===== src/hdl/sfsp_pkg.sv =====
/*
 * Shared constants of the serial flash status/protect front end, plus the
 * pin synchroniser that the front end instantiates.
 * Assumes one system clock; pins arrive asynchronously to it.
 */
`timescale 1ns/1ps
`default_nettype none

package sfsp_pkg;
	// synchronised pin vector layout
	localparam int unsigned SFSP_PIN_W   = 5;
	localparam int unsigned SFSP_PIN_SCK = 0;
	localparam int unsigned SFSP_PIN_CSN = 1;
	localparam int unsigned SFSP_PIN_EVN = 2;
	localparam int unsigned SFSP_PIN_ODD = 3;
	localparam int unsigned SFSP_PIN_WPN = 4;
	localparam logic [SFSP_PIN_W-1:0] SFSP_PIN_RST = 5'h00;

	// instruction codes
	localparam logic [7:0] SFSP_OP_WREN  = 8'h06;
	localparam logic [7:0] SFSP_OP_WRDI  = 8'h04;
	localparam logic [7:0] SFSP_OP_RDSR  = 8'h05;
	localparam logic [7:0] SFSP_OP_STATUS_WRITE_CMD  = 8'h01;
	localparam logic [7:0] SFSP_OP_READ  = 8'h03;
	localparam logic [7:0] SFSP_OP_FREAD = 8'h0B;
	localparam logic [7:0] SFSP_OP_DREAD = 8'h3B;
	localparam logic [7:0] SFSP_OP_PP    = 8'h02;
	localparam logic [7:0] SFSP_OP_SE    = 8'h20;
	localparam logic [7:0] SFSP_OP_BE32  = 8'h52;
	localparam logic [7:0] SFSP_OP_BE64  = 8'hD8;
	localparam logic [7:0] SFSP_OP_CE1   = 8'hC7;
	localparam logic [7:0] SFSP_OP_CE2   = 8'h60;
	localparam logic [7:0] SFSP_OP_DP    = 8'hB9;
	localparam logic [7:0] SFSP_OP_RDP   = 8'hAB;

	// frame lengths in whole bytes, and bit positions within a byte
	localparam logic [2:0] SFSP_NB_ONE  = 3'h1;
	localparam logic [2:0] SFSP_NB_TWO  = 3'h2;
	localparam logic [2:0] SFSP_NB_ADDR = 3'h4;
	localparam logic [2:0] SFSP_NB_DUMMY = 3'h5;
	localparam logic [2:0] SFSP_NB_MAX  = 3'h7;
	localparam logic [2:0] SFSP_BIT_LAST = 3'h7;
	localparam logic [2:0] SFSP_BIT_ZERO = 3'h0;

	// status word fields
	localparam int unsigned SFSP_ST_BUSY  = 0;
	localparam int unsigned SFSP_ST_LATCH = 1;
	localparam int unsigned SFSP_ST_BP_LO = 2;
	localparam int unsigned SFSP_ST_BP_HI = 4;
	localparam int unsigned SFSP_ST_LOCK  = 7;
	localparam logic [1:0]  SFSP_ST_RSV   = 2'h0;
	localparam logic [2:0]  SFSP_BP_NONE  = 3'h0;
	localparam logic [2:0]  SFSP_BP_RST   = 3'h0;

	// array geometry: 4K sectors, 32K half blocks, 64K blocks
	localparam logic [23:0] SFSP_MASK_SECT = 24'hFFF000;
	localparam logic [23:0] SFSP_MASK_HALF = 24'hFF8000;
	localparam logic [23:0] SFSP_MASK_BLK  = 24'hFF0000;
	localparam int unsigned SFSP_SECT_LSB  = 12;
	localparam int unsigned SFSP_SECT_MSB  = 18;

	// protected sectors, counted from sector 0, per protect-range code
	localparam logic [7:0] SFSP_PROT_LIM [8] = '{8'h00, 8'h7E, 8'h7C,
		8'h78, 8'h70, 8'h60, 8'h40, 8'h80};

	localparam logic [7:0]  SFSP_READ_FILL = 8'hFF;
	localparam logic [15:0] SFSP_WCYC_DEF  = 16'h00C8;
	localparam logic [15:0] SFSP_CNT_ONE   = 16'h0001;
	localparam logic [15:0] SFSP_CNT_ZERO  = 16'h0000;
endpackage : sfsp_pkg

module sfsp_sync
	import sfsp_pkg::*;
(
	input  wire logic                  clk_in,
	input  wire logic                  rst_in,
	input  wire logic                  en_in,
	input  wire logic [SFSP_PIN_W-1:0] d_in,
	output logic      [SFSP_PIN_W-1:0] q_out
);
	logic [SFSP_PIN_W-1:0] meta_q;

	// reset to zero so a select pin held low reads as no edge
	genvar i;
	for (i = 0; i < SFSP_PIN_W; i++) begin : g_bit
		always_ff @(posedge clk_in) begin
			if (rst_in) begin
				meta_q[i] <= SFSP_PIN_RST[i];
				q_out[i]  <= SFSP_PIN_RST[i];
			end else if (en_in) begin
				meta_q[i] <= d_in[i];
				q_out[i]  <= meta_q[i];
			end
		end
	end
endmodule // sfsp_sync

`default_nettype wire


===== src/hdl/sfsp_front.sv =====
/*
 * Serial flash front end: bus framing, dual-lane read output, status word,
 * write latch, busy timing and block/hardware protection.
 * Assumes the serial clock is several times slower than MCLK_IN and that
 * SYS_RST_IN carries the power-on-reset indication.
 */
`timescale 1ns/1ps
`default_nettype none

module sfsp_front
	import sfsp_pkg::*;
#(
	parameter logic [15:0] WRITE_CYCLES = SFSP_WCYC_DEF
) (
	input  wire logic        MCLK_IN,
	input  wire logic        SYS_RST_IN,
	input  wire logic        CLK_EN_IN,
	input  wire logic        SCLK_IN,
	input  wire logic        CS_N_IN,
	input  wire logic        WP_N_IN,
	input  wire logic        LANE_EVEN_IN,
	output logic             LANE_EVEN_OUT,
	output logic             LANE_EVEN_OE_OUT,
	input  wire logic        LANE_ODD_IN,
	output logic             LANE_ODD_OUT,
	output logic             LANE_ODD_OE_OUT,
	output logic [7:0]       STATUS_OUT,
	output logic             STANDBY_OUT,
	output logic             DEEP_PD_OUT,
	output logic             ARRAY_START_OUT,
	output logic [7:0]       ARRAY_OP_OUT,
	output logic [23:0]      ARRAY_ADDR_OUT
);
	logic [SFSP_PIN_W-1:0] pins_raw;
	logic [SFSP_PIN_W-1:0] pins_s;
	logic        sclk_p_q, cs_n_p_q, sel_q;
	logic [2:0]  bit_q, byte_q;
	logic [7:0]  sh_q, op_q, wdat_q;
	logic [23:0] addr_q;
	logic        lock_q, latch_q, busy_q, dpd_q;
	logic [2:0]  bp_q;
	logic [15:0] cnt_q;
	logic        odd_q, even_q, odd_oe_q, even_oe_q, start_q;
	logic [23:0] base_q;

	assign pins_raw = {WP_N_IN, LANE_ODD_IN, LANE_EVEN_IN, CS_N_IN, SCLK_IN};

	sfsp_sync u_sync (
		.clk_in (MCLK_IN),
		.rst_in (SYS_RST_IN),
		.en_in  (CLK_EN_IN),
		.d_in   (pins_raw),
		.q_out  (pins_s)
	);

	wire sclk_s = pins_s[SFSP_PIN_SCK];
	wire cs_n_s = pins_s[SFSP_PIN_CSN];
	wire si_s   = pins_s[SFSP_PIN_EVN];
	wire wp_n_s = pins_s[SFSP_PIN_WPN];

	// edges are tracked while idle too, so mode 3 idle-high clock is fine
	wire cs_fall    = cs_n_p_q & ~cs_n_s;
	wire cs_rise    = ~cs_n_p_q & cs_n_s;
	wire sclk_rise  = sel_q & ~sclk_p_q & sclk_s;
	wire sclk_fall  = sel_q & sclk_p_q & ~sclk_s;
	wire byte_end   = sclk_rise & (bit_q == SFSP_BIT_LAST);
	wire [7:0] shin = {sh_q[6:0], si_s};

	// commands that change state act only on a byte boundary at deselect
	wire exec_end = cs_rise & sel_q & (bit_q == SFSP_BIT_ZERO);
	wire accept   = exec_end & ~dpd_q & ~busy_q;
	wire hw_prot  = lock_q & ~wp_n_s;

	wire is_rdsr  = op_q == SFSP_OP_RDSR;
	wire is_read  = op_q == SFSP_OP_READ;
	wire is_fread = op_q == SFSP_OP_FREAD;
	wire is_dread = op_q == SFSP_OP_DREAD;
	wire is_pp    = op_q == SFSP_OP_PP;
	wire is_se    = op_q == SFSP_OP_SE;
	wire is_be32  = op_q == SFSP_OP_BE32;
	wire is_be64  = op_q == SFSP_OP_BE64;
	wire is_ce    = (op_q == SFSP_OP_CE1) | (op_q == SFSP_OP_CE2);

	// unit base address, aligned to the unit's own size
	wire [23:0] unit_mask = is_se   ? SFSP_MASK_SECT :
	                        is_be32 ? SFSP_MASK_HALF :
	                        is_be64 ? SFSP_MASK_BLK  : SFSP_MASK_SECT;
	wire [23:0] unit_base = addr_q & unit_mask;
	wire [7:0]  sect_idx  = {1'b0, unit_base[SFSP_SECT_MSB:SFSP_SECT_LSB]};
	// protected area grows up from sector 0, so checking the base suffices
	wire prot_hit = sect_idx < SFSP_PROT_LIM[bp_q];

	wire wr_ok   = accept & latch_q;
	wire do_status_write_cmd = wr_ok & (op_q == SFSP_OP_STATUS_WRITE_CMD)
	             & (byte_q == SFSP_NB_TWO) & ~hw_prot;
	wire do_pp   = wr_ok & is_pp & (byte_q >= SFSP_NB_DUMMY) & ~prot_hit;
	wire do_ers  = wr_ok & (is_se | is_be32 | is_be64)
	             & (byte_q == SFSP_NB_ADDR) & ~prot_hit;
	wire do_ce   = wr_ok & is_ce & (byte_q == SFSP_NB_ONE)
	             & (bp_q == SFSP_BP_NONE);
	wire do_arr  = do_pp | do_ers | do_ce;
	wire do_wren = accept & (op_q == SFSP_OP_WREN)
	             & (byte_q == SFSP_NB_ONE);
	wire do_wrdi = accept & (op_q == SFSP_OP_WRDI)
	             & (byte_q == SFSP_NB_ONE);
	wire do_dp   = accept & (op_q == SFSP_OP_DP)
	             & (byte_q == SFSP_NB_ONE);
	wire do_rdp  = exec_end & dpd_q & (op_q == SFSP_OP_RDP)
	             & (byte_q >= SFSP_NB_ONE);
	wire wr_done = busy_q & (cnt_q == SFSP_CNT_ONE);

	// reserved bits never stored, always read as zero
	wire [7:0] status_w = {lock_q, SFSP_ST_RSV, bp_q,
	                       latch_q, busy_q};

	// output phases; status is served even while busy
	wire out_st  = ~dpd_q & is_rdsr & (byte_q >= SFSP_NB_ONE);
	wire out_one = ~dpd_q & ((is_read & (byte_q >= SFSP_NB_ADDR))
	             | (is_fread & (byte_q >= SFSP_NB_DUMMY)));
	wire out_two = ~dpd_q & ~busy_q & is_dread
	             & (byte_q >= SFSP_NB_DUMMY);
	wire [2:0] obit = ~bit_q;
	wire [2:0] pbit_hi = {~bit_q[1:0], 1'b1};
	wire [2:0] pbit_lo = {~bit_q[1:0], 1'b0};
	wire odd_d  = out_two ? SFSP_READ_FILL[pbit_hi]
	            : out_st  ? status_w[obit] : SFSP_READ_FILL[obit];
	wire even_d = SFSP_READ_FILL[pbit_lo];

	always_ff @(posedge MCLK_IN) begin
		if (SYS_RST_IN) begin
			sclk_p_q <= 1'b0;
			cs_n_p_q <= 1'b0;
			sel_q    <= 1'b0;
		end else if (CLK_EN_IN) begin
			sclk_p_q <= sclk_s;
			cs_n_p_q <= cs_n_s;
			sel_q    <= cs_fall | (sel_q & ~cs_n_s);
		end
	end

	always_ff @(posedge MCLK_IN) begin
		if (SYS_RST_IN || (CLK_EN_IN && cs_fall)) begin
			bit_q  <= SFSP_BIT_ZERO;
			byte_q <= SFSP_BIT_ZERO;
			sh_q   <= 8'h00;
			op_q   <= 8'h00;
			wdat_q <= 8'h00;
			addr_q <= 24'h000000;
		end else if (CLK_EN_IN && sclk_rise) begin
			bit_q <= bit_q + 3'h1;
			sh_q  <= shin;
			if (byte_end && byte_q != SFSP_NB_MAX)
				byte_q <= byte_q + 3'h1;
			if (byte_end && byte_q == SFSP_BIT_ZERO)
				op_q <= shin;
			if (byte_end && byte_q == SFSP_NB_ONE)
				wdat_q <= shin;
			if (byte_end && byte_q >= SFSP_NB_ONE && byte_q < SFSP_NB_ADDR)
				addr_q <= {addr_q[15:0], shin};
		end
	end

	always_ff @(posedge MCLK_IN) begin
		if (SYS_RST_IN) begin
			lock_q <= 1'b0;
			bp_q   <= SFSP_BP_RST;
		end else if (CLK_EN_IN && do_status_write_cmd) begin
			lock_q <= wdat_q[SFSP_ST_LOCK];
			bp_q   <= wdat_q[SFSP_ST_BP_HI:SFSP_ST_BP_LO];
		end
	end

	// completion and a new enable cannot coincide: busy refuses commands
	always_ff @(posedge MCLK_IN) begin
		if (SYS_RST_IN)
			latch_q <= 1'b0;
		else if (CLK_EN_IN && (wr_done || do_wrdi))
			latch_q <= 1'b0;
		else if (CLK_EN_IN && do_wren)
			latch_q <= 1'b1;
	end

	always_ff @(posedge MCLK_IN) begin
		if (SYS_RST_IN) begin
			busy_q <= 1'b0;
			cnt_q  <= SFSP_CNT_ZERO;
		end else if (CLK_EN_IN && (do_status_write_cmd || do_arr)) begin
			busy_q <= 1'b1;
			cnt_q  <= WRITE_CYCLES;
		end else if (CLK_EN_IN && busy_q) begin
			busy_q <= ~wr_done;
			cnt_q  <= cnt_q - SFSP_CNT_ONE;
		end
	end

	always_ff @(posedge MCLK_IN) begin
		if (SYS_RST_IN)
			dpd_q <= 1'b0;
		else if (CLK_EN_IN && (do_dp || do_rdp))
			dpd_q <= do_dp;
	end

	always_ff @(posedge MCLK_IN) begin
		if (SYS_RST_IN) begin
			start_q <= 1'b0;
			base_q  <= 24'h000000;
		end else if (CLK_EN_IN) begin
			start_q <= do_arr;
			if (do_arr)
				base_q <= is_ce ? 24'h000000 : unit_base;
		end
	end

	always_ff @(posedge MCLK_IN) begin
		if (SYS_RST_IN || (CLK_EN_IN && (cs_n_s || !sel_q))) begin
			odd_q     <= 1'b0;
			even_q    <= 1'b0;
			odd_oe_q  <= 1'b0;
			even_oe_q <= 1'b0;
		end else if (CLK_EN_IN && sclk_fall) begin
			odd_q     <= odd_d;
			even_q    <= even_d;
			odd_oe_q  <= out_st | out_one | out_two;
			even_oe_q <= out_two;
		end
	end

	assign LANE_ODD_OUT     = odd_q;
	assign LANE_ODD_OE_OUT  = odd_oe_q;
	assign LANE_EVEN_OUT    = even_q;
	assign LANE_EVEN_OE_OUT = even_oe_q;
	assign STATUS_OUT       = status_w;
	assign STANDBY_OUT      = cs_n_s & ~busy_q;
	assign DEEP_PD_OUT      = dpd_q;
	assign ARRAY_START_OUT  = start_q;
	assign ARRAY_OP_OUT     = op_q;
	assign ARRAY_ADDR_OUT   = base_q;
endmodule // sfsp_front

`default_nettype wire


===== config.mk =====
export PLATFORM = sky130hd
export DESIGN_NAME = sfsp_front
export DESIGN_NICKNAME = d
export VERILOG_FILES = /design/src/hdl/sfsp_pkg.sv /design/src/hdl/sfsp_front.sv
export SDC_FILE = /design/constraint.sdc
export NUM_CORES = 1
export LEC_CHECK = 0
export BUFFER_PORTS_ARGS = -buffer_cell sky130_fd_sc_hd__buf_2
export CAP_MARGIN = 40
export CORE_ASPECT_RATIO = 1.5
export CORE_MARGIN = 1
export CORE_UTILIZATION = 52
export CTS_BUF_LIST = sky130_fd_sc_hd__clkbuf_4 sky130_fd_sc_hd__clkbuf_8 sky130_fd_sc_hd__clkbuf_16
export CTS_CLUSTER_SIZE = 24
export DETAILED_ROUTE_END_ITERATION = 10
export GPL_ROUTABILITY_DRIVEN = 1
export PLACE_DENSITY = 0.77
export SETUP_SLACK_MARGIN = 0.05
export SYNTH_ARGS = -nofsm -noshare
export SYNTH_HDL_FRONTEND = slang
export SYNTH_SLANG_ARGS = --single-unit
export TNS_END_PERCENT = 100

===== constraint.sdc =====
create_clock -name MCLK_IN -period 2.9 [get_ports MCLK_IN]
set_clock_uncertainty 0.15 [all_clocks]
set_input_delay 0.29 -clock MCLK_IN [delete_from_list [all_inputs] [get_ports MCLK_IN]]
set_output_delay 0.29 -clock MCLK_IN [all_outputs]
set_load 0.05 [all_outputs]

After elaboration in Yosys (flattened, before gate mapping)
Memory sizes are Yosys's and may differ from the RTL's.
Cells that the tools add are included.

word-level totals
  memories = 2
  input bits = 8
  memory bits (read-only) = 72
  latch bits = 0
  logic and storage cells = 184
  bits in writable memories = 0
  register bits = 116

cells by class
  divide/modulo/power cells = 0
  reductions and logical operators = 33
  add/sub/neg operators = 3
  $mul = 0
  order comparisons = 9
  equal/unequal tests = 21
  bitwise gates (word level) = 68
  shifts and indexed selects = 0
  mux-type cells = 18

memory list
  name             depth  width  rd ports  clocked after Yosys merged registers in  write ports  RTL line           RTL
  (no name shown)  8      8      1         0                                        0            sfsp_front.sv:91   wire prot_hit = sect_idx < SFSP_PROT_LIM[bp_q];
  (no name shown)  8      1      1         0                                        0            sfsp_front.sv:126  : out_st ? status_w[obit] : SFSP_READ_FILL[obit];

operators by type and width
  operator                                                                count
  16-bit 2-to-1 mux                                                       3
  1-bit bitwise AND                                                       45
  8-bit equality test, second input constant                              4
  8-bit 2-to-1 mux                                                        4
  24-bit bitwise AND                                                      1
  8-bit by 3-bit equality test with 1-bit output, second input constant   3
  24-bit 2-to-1 mux                                                       1
  16-bit by 1-bit equality test with 1-bit output, second input constant  1
  8-bit by 2-bit equality test with 1-bit output, second input constant   2
  8-bit by 6-bit equality test with 1-bit output, second input constant   2
  8-bit by 7-bit equality test with 1-bit output, second input constant   2
  16-bit by 1-bit subtractor with 16-bit output, second input constant    1
  1-bit logical AND                                                       15
  3-bit by 4-bit < comparator with 1-bit output, second input constant    3
  1-bit NOT                                                               10
  2-bit AND reduction                                                     5
  3-bit logical NOT                                                       3
  1-bit bitwise OR                                                        9
  8-bit by 1-bit equality test with 1-bit output, second input constant   1
  8-bit by 4-bit equality test with 1-bit output, second input constant   1
  7-bit by 8-bit < comparator with 1-bit output                           1
  1-bit 2-to-1 mux                                                        8
  3-bit by 1-bit adder with 3-bit output, second input constant           2
  3-bit equality test, second input constant                              2
  other kinds (16)                                                        23

Longest topological paths before layout
  depth in word-level cells = 15
  mapped depth = 11

By module
From an unflattened synthesis, not the netlist that was laid out.

second synthesis, totals
  cell total of the unflattened synthesis = 545
  area, all modules = 4763.3 sq um

modules (own cells, without submodules)
  module      times used  cells an instance  area each (sq um)
  sfsp_front  1           513                4410.5
  sfsp_sync   1           32                 352.8

Least setup slack after synthesis
OpenSTA, ideal clock, no wires.

  path type = register to register
  start = register op_q[1] (netlist: ARRAY_OP_OUT[1])
  end = register cnt_q[1]
  library setup time = 0.088 ns
  required time = 2.662 ns
  path slack = -0.497 ns
  cell stages (with the launch flop) = 10
  path buffers = 0
  arrival = 3.159 ns
  period minus slack after synthesis = 3.397 ns
  cell sequence = dfxtp_1 or3b_4 a2111oi_4 and2b_1 ha_1 nand3_1 a21oi_1 o311a_4 o32a_4 a311oi_2

between the ends
  word-level cells in the longest chain between the ends = 13

RTL lines
  element                                        RTL line                            RTL
  start: declaration                             sfsp_front.sv:38                    logic [7:0] sh_q, op_q, wdat_q;
  start signal: assignment                       sfsp_front.sv:155                   op_q <= shin;
  8-bit equality test                            sfsp_front.sv:81                    wire is_be64 = op_q == SFSP_OP_BE64;
  16-bit 2-to-1 mux                              sfsp_front.sv:87                    is_be64 ? SFSP_MASK_BLK : SFSP_MASK_SECT;
  16-bit 2-to-1 mux                              sfsp_front.sv:86                    is_be32 ? SFSP_MASK_HALF :
  16-bit 2-to-1 mux                              sfsp_front.sv:85                    wire [23:0] unit_mask = is_se ? SFSP_MASK_SECT :
  24-bit bitwise AND                             sfsp_front.sv:88                    wire [23:0] unit_base = addr_q & unit_mask;
  7-bit by 8-bit < comparator with 1-bit output  sfsp_front.sv:91
  1-bit NOT                                      sfsp_front.sv:96, sfsp_front.sv:98
  1-bit bitwise AND (on tied branches)           sfsp_front.sv:96, sfsp_front.sv:98
  1-bit bitwise OR (2 in series)                 sfsp_front.sv:101                   wire do_arr = do_pp | do_ers | do_ce;
  1-bit logical OR *                             sfsp_front.sv:187                   end else if (CLK_EN_IN && (do_status_write_cmd || do_arr)) begin
  1-bit logical AND *                            sfsp_front.sv:187
  2-bit OR reduction (no source line) *          --
  end signal: assignment                         sfsp_front.sv:192                   cnt_q <= cnt_q - SFSP_CNT_ONE;
  end: declaration                               sfsp_front.sv:42                    logic [15:0] cnt_q;

Every way passes the cells marked *; elsewhere a longest branch is shown, timed or not.
A chain may end at the register's enable or synchronous reset.

Worst setup path after layout
  start = register op_q[7] (netlist: ARRAY_OP_OUT[7])
  end = register base_q[21] (netlist: ARRAY_ADDR_OUT[21])

between the ends
  word-level cells in the longest chain between the ends = 11

RTL lines
  element                                        RTL line                            RTL
  8-bit equality test                            sfsp_front.sv:81
  16-bit 2-to-1 mux                              sfsp_front.sv:87
  16-bit 2-to-1 mux                              sfsp_front.sv:86
  16-bit 2-to-1 mux                              sfsp_front.sv:85
  24-bit bitwise AND                             sfsp_front.sv:88
  7-bit by 8-bit < comparator with 1-bit output  sfsp_front.sv:91
  1-bit NOT                                      sfsp_front.sv:96, sfsp_front.sv:98
  1-bit bitwise AND (on tied branches)           sfsp_front.sv:96, sfsp_front.sv:98
  1-bit bitwise OR (2 in series)                 sfsp_front.sv:101
  2-bit AND reduction (no source line)           --
  end signal: assignment                         sfsp_front.sv:210                   base_q <= is_ce ? 24'h000000 : unit_base;
  end: declaration                               sfsp_front.sv:44                    logic [23:0] base_q;

Several ways; a longest one is shown, not always the timed one.

==> impl_metrics.csv <==
group,metric,value,unit
routing,totalWireLength,10.82,mm
floorplan,initial_core_util,53.36,%
floorplan,core,0.008776,mm²
cells_and_area,n_fill_cell,735,
routing,drtIter0Drc,178,
floorplan,die_area,0.009398,mm²
pwr,power_frac_clock,46.5,%
logic_synthesis,synth-async-reset-ratio,0,%
logic_synthesis,ys_seq_area_share,42.75,%
clocking,cts_hold_buffers,0,
logic_synthesis,synth_top_area_cell,"dfxtp_1",
flow_run,max_cap_violations,0,
grt,grt_pass1_vias,3668,
worst_setup_path,path_cells,"or3b_4 -> a2111oi_4 -> and2b_2 -> ha_4 -> nand3_2 -> nor3_2 -> o311a_4 -> buf_6 -> o21ai_4 -> buf_6 -> a32o_1",
routing,ant_nets,0,
worst_setup_path,cp_top_family,"compound AO/OA/AOI/OAI gates",
floorplan,die-width,79.49,µm
clocking,clockBufferDepth,2,
placed_design,port_buffers,39,
timing,finalSetupViolCount,21,
run_status,status,"finished with violations",
worst_setup_path,cp_common_cell,"buf_6",
logic_synthesis,syn_inst,545,
worst_setup_path,crit_path_end_kind,"register",
timing,max_clock_freq,0.3376,GHz
timing,layout_setup_ws,-0.06183,ns
worst_setup_path,cp_slowest_cell,"or3b_4",
grt,grt_first_pass_wirelength,17.48,mm
clocking,cts_max_level,3,
pwr,p_leak,0.002129,µW
pwr,total_power,2772,µW
pwr,p_sw,621.7,µW
worst_setup_path,cp_slowest_stage_delay,0.40,ns
grt,grt_overflow,0,
floorplan,ioPinCount,55,
cells_and_area,layoutNonFillerInstCount,708,
timing,fin_crit_sh,102.1,%
worst_setup_path,worstPathMaxFanout,5,
grt,track_usage,23.84,%
clocking,clk_latency,0.35,ns
timing,rsz0062_at_grt,"yes",
clocking,cts_buffers,9,
worst_setup_path,start_kind,"register",
routing,viasPerCell,5.523,
timing,hold_violations,0,
clocking,cts.sinks,100,
cells_and_area,area_growth,17.29,%
clocking,cts_root_buffer,"clkbuf_16",
logic_synthesis,synthMostInstantiatedCell,"nand2_1",
logic_synthesis,synth_common_cells,"108 x nand2_1, 100 x dfxtp_1, 59 x a21oi_1",
pwr,ir_drop,0.0003524,V
placed_design,place_area,0.005021,mm²
min_path,hold_class,"in2reg",
cells_and_area,nets,621,
routing,routedWlPerCell,15.29,µm
placed_design,dp_slack,-0.1086,ns
routing,drc,0,
timing,worst_slew_pin_slew,0.7699,ns
floorplan,rows,42,
pwr,p_per_area,504.6,mW/mm²
logic_synthesis,yosys_warnings,0,
placed_design,dp_hpwl,7.478,mm
cells_and_area,stdcell_area,0.005493,mm²
timing,whs,0.03323,ns
timing,finalMaxSlewViolations,0,
grt,grt_max_degree,50,
worst_setup_path,cp.arrival,3.10,ns
clocking,path_clk_slew,0.07,ns
logic_synthesis,synth.avg_cell_area,8.593,µm²
pwr,p_comb_share,3.7,%
worst_setup_path,crit_type,"reg2reg",
worst_setup_path,cp.required,3.04,ns
pwr,p_sw_share,22.43,%
grt,antenna_found_initial,0,
timing,slew_headroom,48.67,%
logic_synthesis,synthTopCellsByArea,"dfxtp_1 43%, nand2_1 8.7%, a21oi_1 6.3%",
placed_design,gp_congestion,0.8862,
logic_synthesis,synth_seq_cells,100,
timing,min_period,2.962,ns
pwr,power.internal,2150,µW
cells_and_area,diodes,0,
worst_setup_path,cp_num_buf_inv,2,
pwr,power.share.sequential,49.8,%
logic_synthesis,synthFlopType,"dfxtp_1",
run_status,violations,"setup timing",
routing,first_pass_iters,5,
logic_synthesis,synth-edff-count,0,
floorplan,die_h,118.2,µm
placed_design,place_inst,686,
cells_and_area,layout-drive-gt1-share,20.23,%
logic_synthesis,synth_cell_types,60,
routing,num_vias,3910,
logic_synthesis,synth.top_cell.area_share,42.75,%
logic_synthesis,syn_area,0.004683,mm²
clocking,tritoncts,"built",
[cells by family after synthesis]
kind of cell	Yosys count	synth area share [%]
buf+inv	55	6.011
fa+ha+maj	20	5.343
flops	100	42.75
mux	19	4.328
xor+xnor	16	2.992
compound gates	99	14.13
other cells	1	0.08007
simple gates	235	24.37
[metrics by stage]
| stage | utilization (%) | setup TNS [ns] |
|---|---|---|
| floorplan | - | -4.580 |
| global route | 62.59 | -2.625 |
| finish | 62.59 | -0.6707 |
| detailed placement | 57.21 | -2.038 |
| global placement | 57.21 | -0.5648 |
| CTS | 62.19 | -0.4157 |
[cells in the final DEF (no fill, tap or decap), types with 3 or more instances in the layout]
master / Yosys / layout
nand2_1: 108 / 108
dfxtp_1: 100 / 97
a21oi_1: 59 / 57
buf_2: 2 / 39
nor2_1: 37 / 37
buf_4: 17 / 23
mux2i_1: 18 / 18
ha_1: 20 / 18
nand3_1: 16 / 14
conb_1: 1 / 14
xnor2_1: 12 / 12
inv_1: 10 / 10
a32o_1: 10 / 10
clkbuf_16: 0 / 10
nor3_1: 9 / 8
nor2_2: 10 / 7
buf_6: 1 / 7
nor2b_1: 6 / 6
o21ai_0: 7 / 6
nand2b_1: 5 / 5
nand4_1: 5 / 5
a31oi_1: 5 / 5
nand3b_1: 4 / 4
nor4_1: 4 / 4
xor2_1: 4 / 4
dfxtp_4: 0 / 3
a21boi_0: 3 / 3
or3_1: 3 / 3
nor4b_1: 3 / 3
and2_1: 3 / 3
and3_1: 3 / 3
nor2_4: 0 / 3
[tightest hold or removal path: cells and delay by family]
family	cells	cell delay, ns
simple gates	1	0.07
mux	1	0.06
buf+inv	1	0.08
[layer usage]
layer / wire (µm) / GRT usage (%) / share of wire (%)
met3: 372 / 3.861 / 3.4
met1: 4340 / 27.18 / 40
met2: 5802 / 41.99 / 54
met4: 309 / 11.48 / 2.9
met5: 0 / 0 / 0
[cell type report]
type | instances | area (µm²) | area share, %
clock buffer | 11 | 264.0 | 4.806
multi-input combinational | 403 | 2529 | 46.04
tap | 110 | 137.6 | 2.506
inverter | 10 | 37.54 | 0.6834
timing repair buffer | 69 | 446.7 | 8.132
clock inverter | 5 | 65.06 | 1.185
sequential | 100 | 2013 | 36.65
[power groups by stage]
stage          Clock (µW)  Combinational [µW]  Sequential (µW)
2_1_floorplan           0                97.8             1410
3_3_place_gp            0                97.3             1410
3_5_place_dp            0                98.3             1410
4_1_cts              1300                 100             1380
5_1_grt              1360                 108             1380
6_report             1290                 102             1380
[path summary, 6_finish.rpt]
| check | start | end | slack, ns | depth (start not counted) |
|---|---|---|---|---|
| setup / recovery | ARRAY_OP_OUT[7] | ARRAY_ADDR_OUT[21] | -0.06 | 11 |
| hold / removal | LANE_EVEN_IN | u_sync.meta_q[2] | 0.03 | 3 |
| setup reg to reg | ARRAY_OP_OUT[7] | ARRAY_ADDR_OUT[21] | -0.06 | 11 |
| hold reg to reg | addr_q[7] | addr_q[15] | 0.30 | 2 |
[what timing repair did]
action,4_1_cts,5_1_grt
setup endpoints to repair,29,29
buffers inserted,5,0
resized for setup,14,9
cloned,0,1
pin swaps,17,8
[sequential cells by signal, summed over array words and instances (netlist names)]
signal,flops
ARRAY_ADDR_OUT,12
ARRAY_OP_OUT,8
ARRAY_START_OUT,1
DEEP_PD_OUT,1
LANE_EVEN_OE_OUT,1
LANE_EVEN_OUT,1
LANE_ODD_OE_OUT,1
LANE_ODD_OUT,1
addr_q,24
bit_q,3
bp_q,3
busy_q,1
byte_q,3
cnt_q,16
cs_n_p_q,1
latch_q,1
lock_q,1
sclk_p_q,1
sel_q,1
sh_q,7
u_sync.meta_q,4
u_sync.q_out,4
wdat_q,4
No activity file was read; power rests on OpenSTA's default activity.
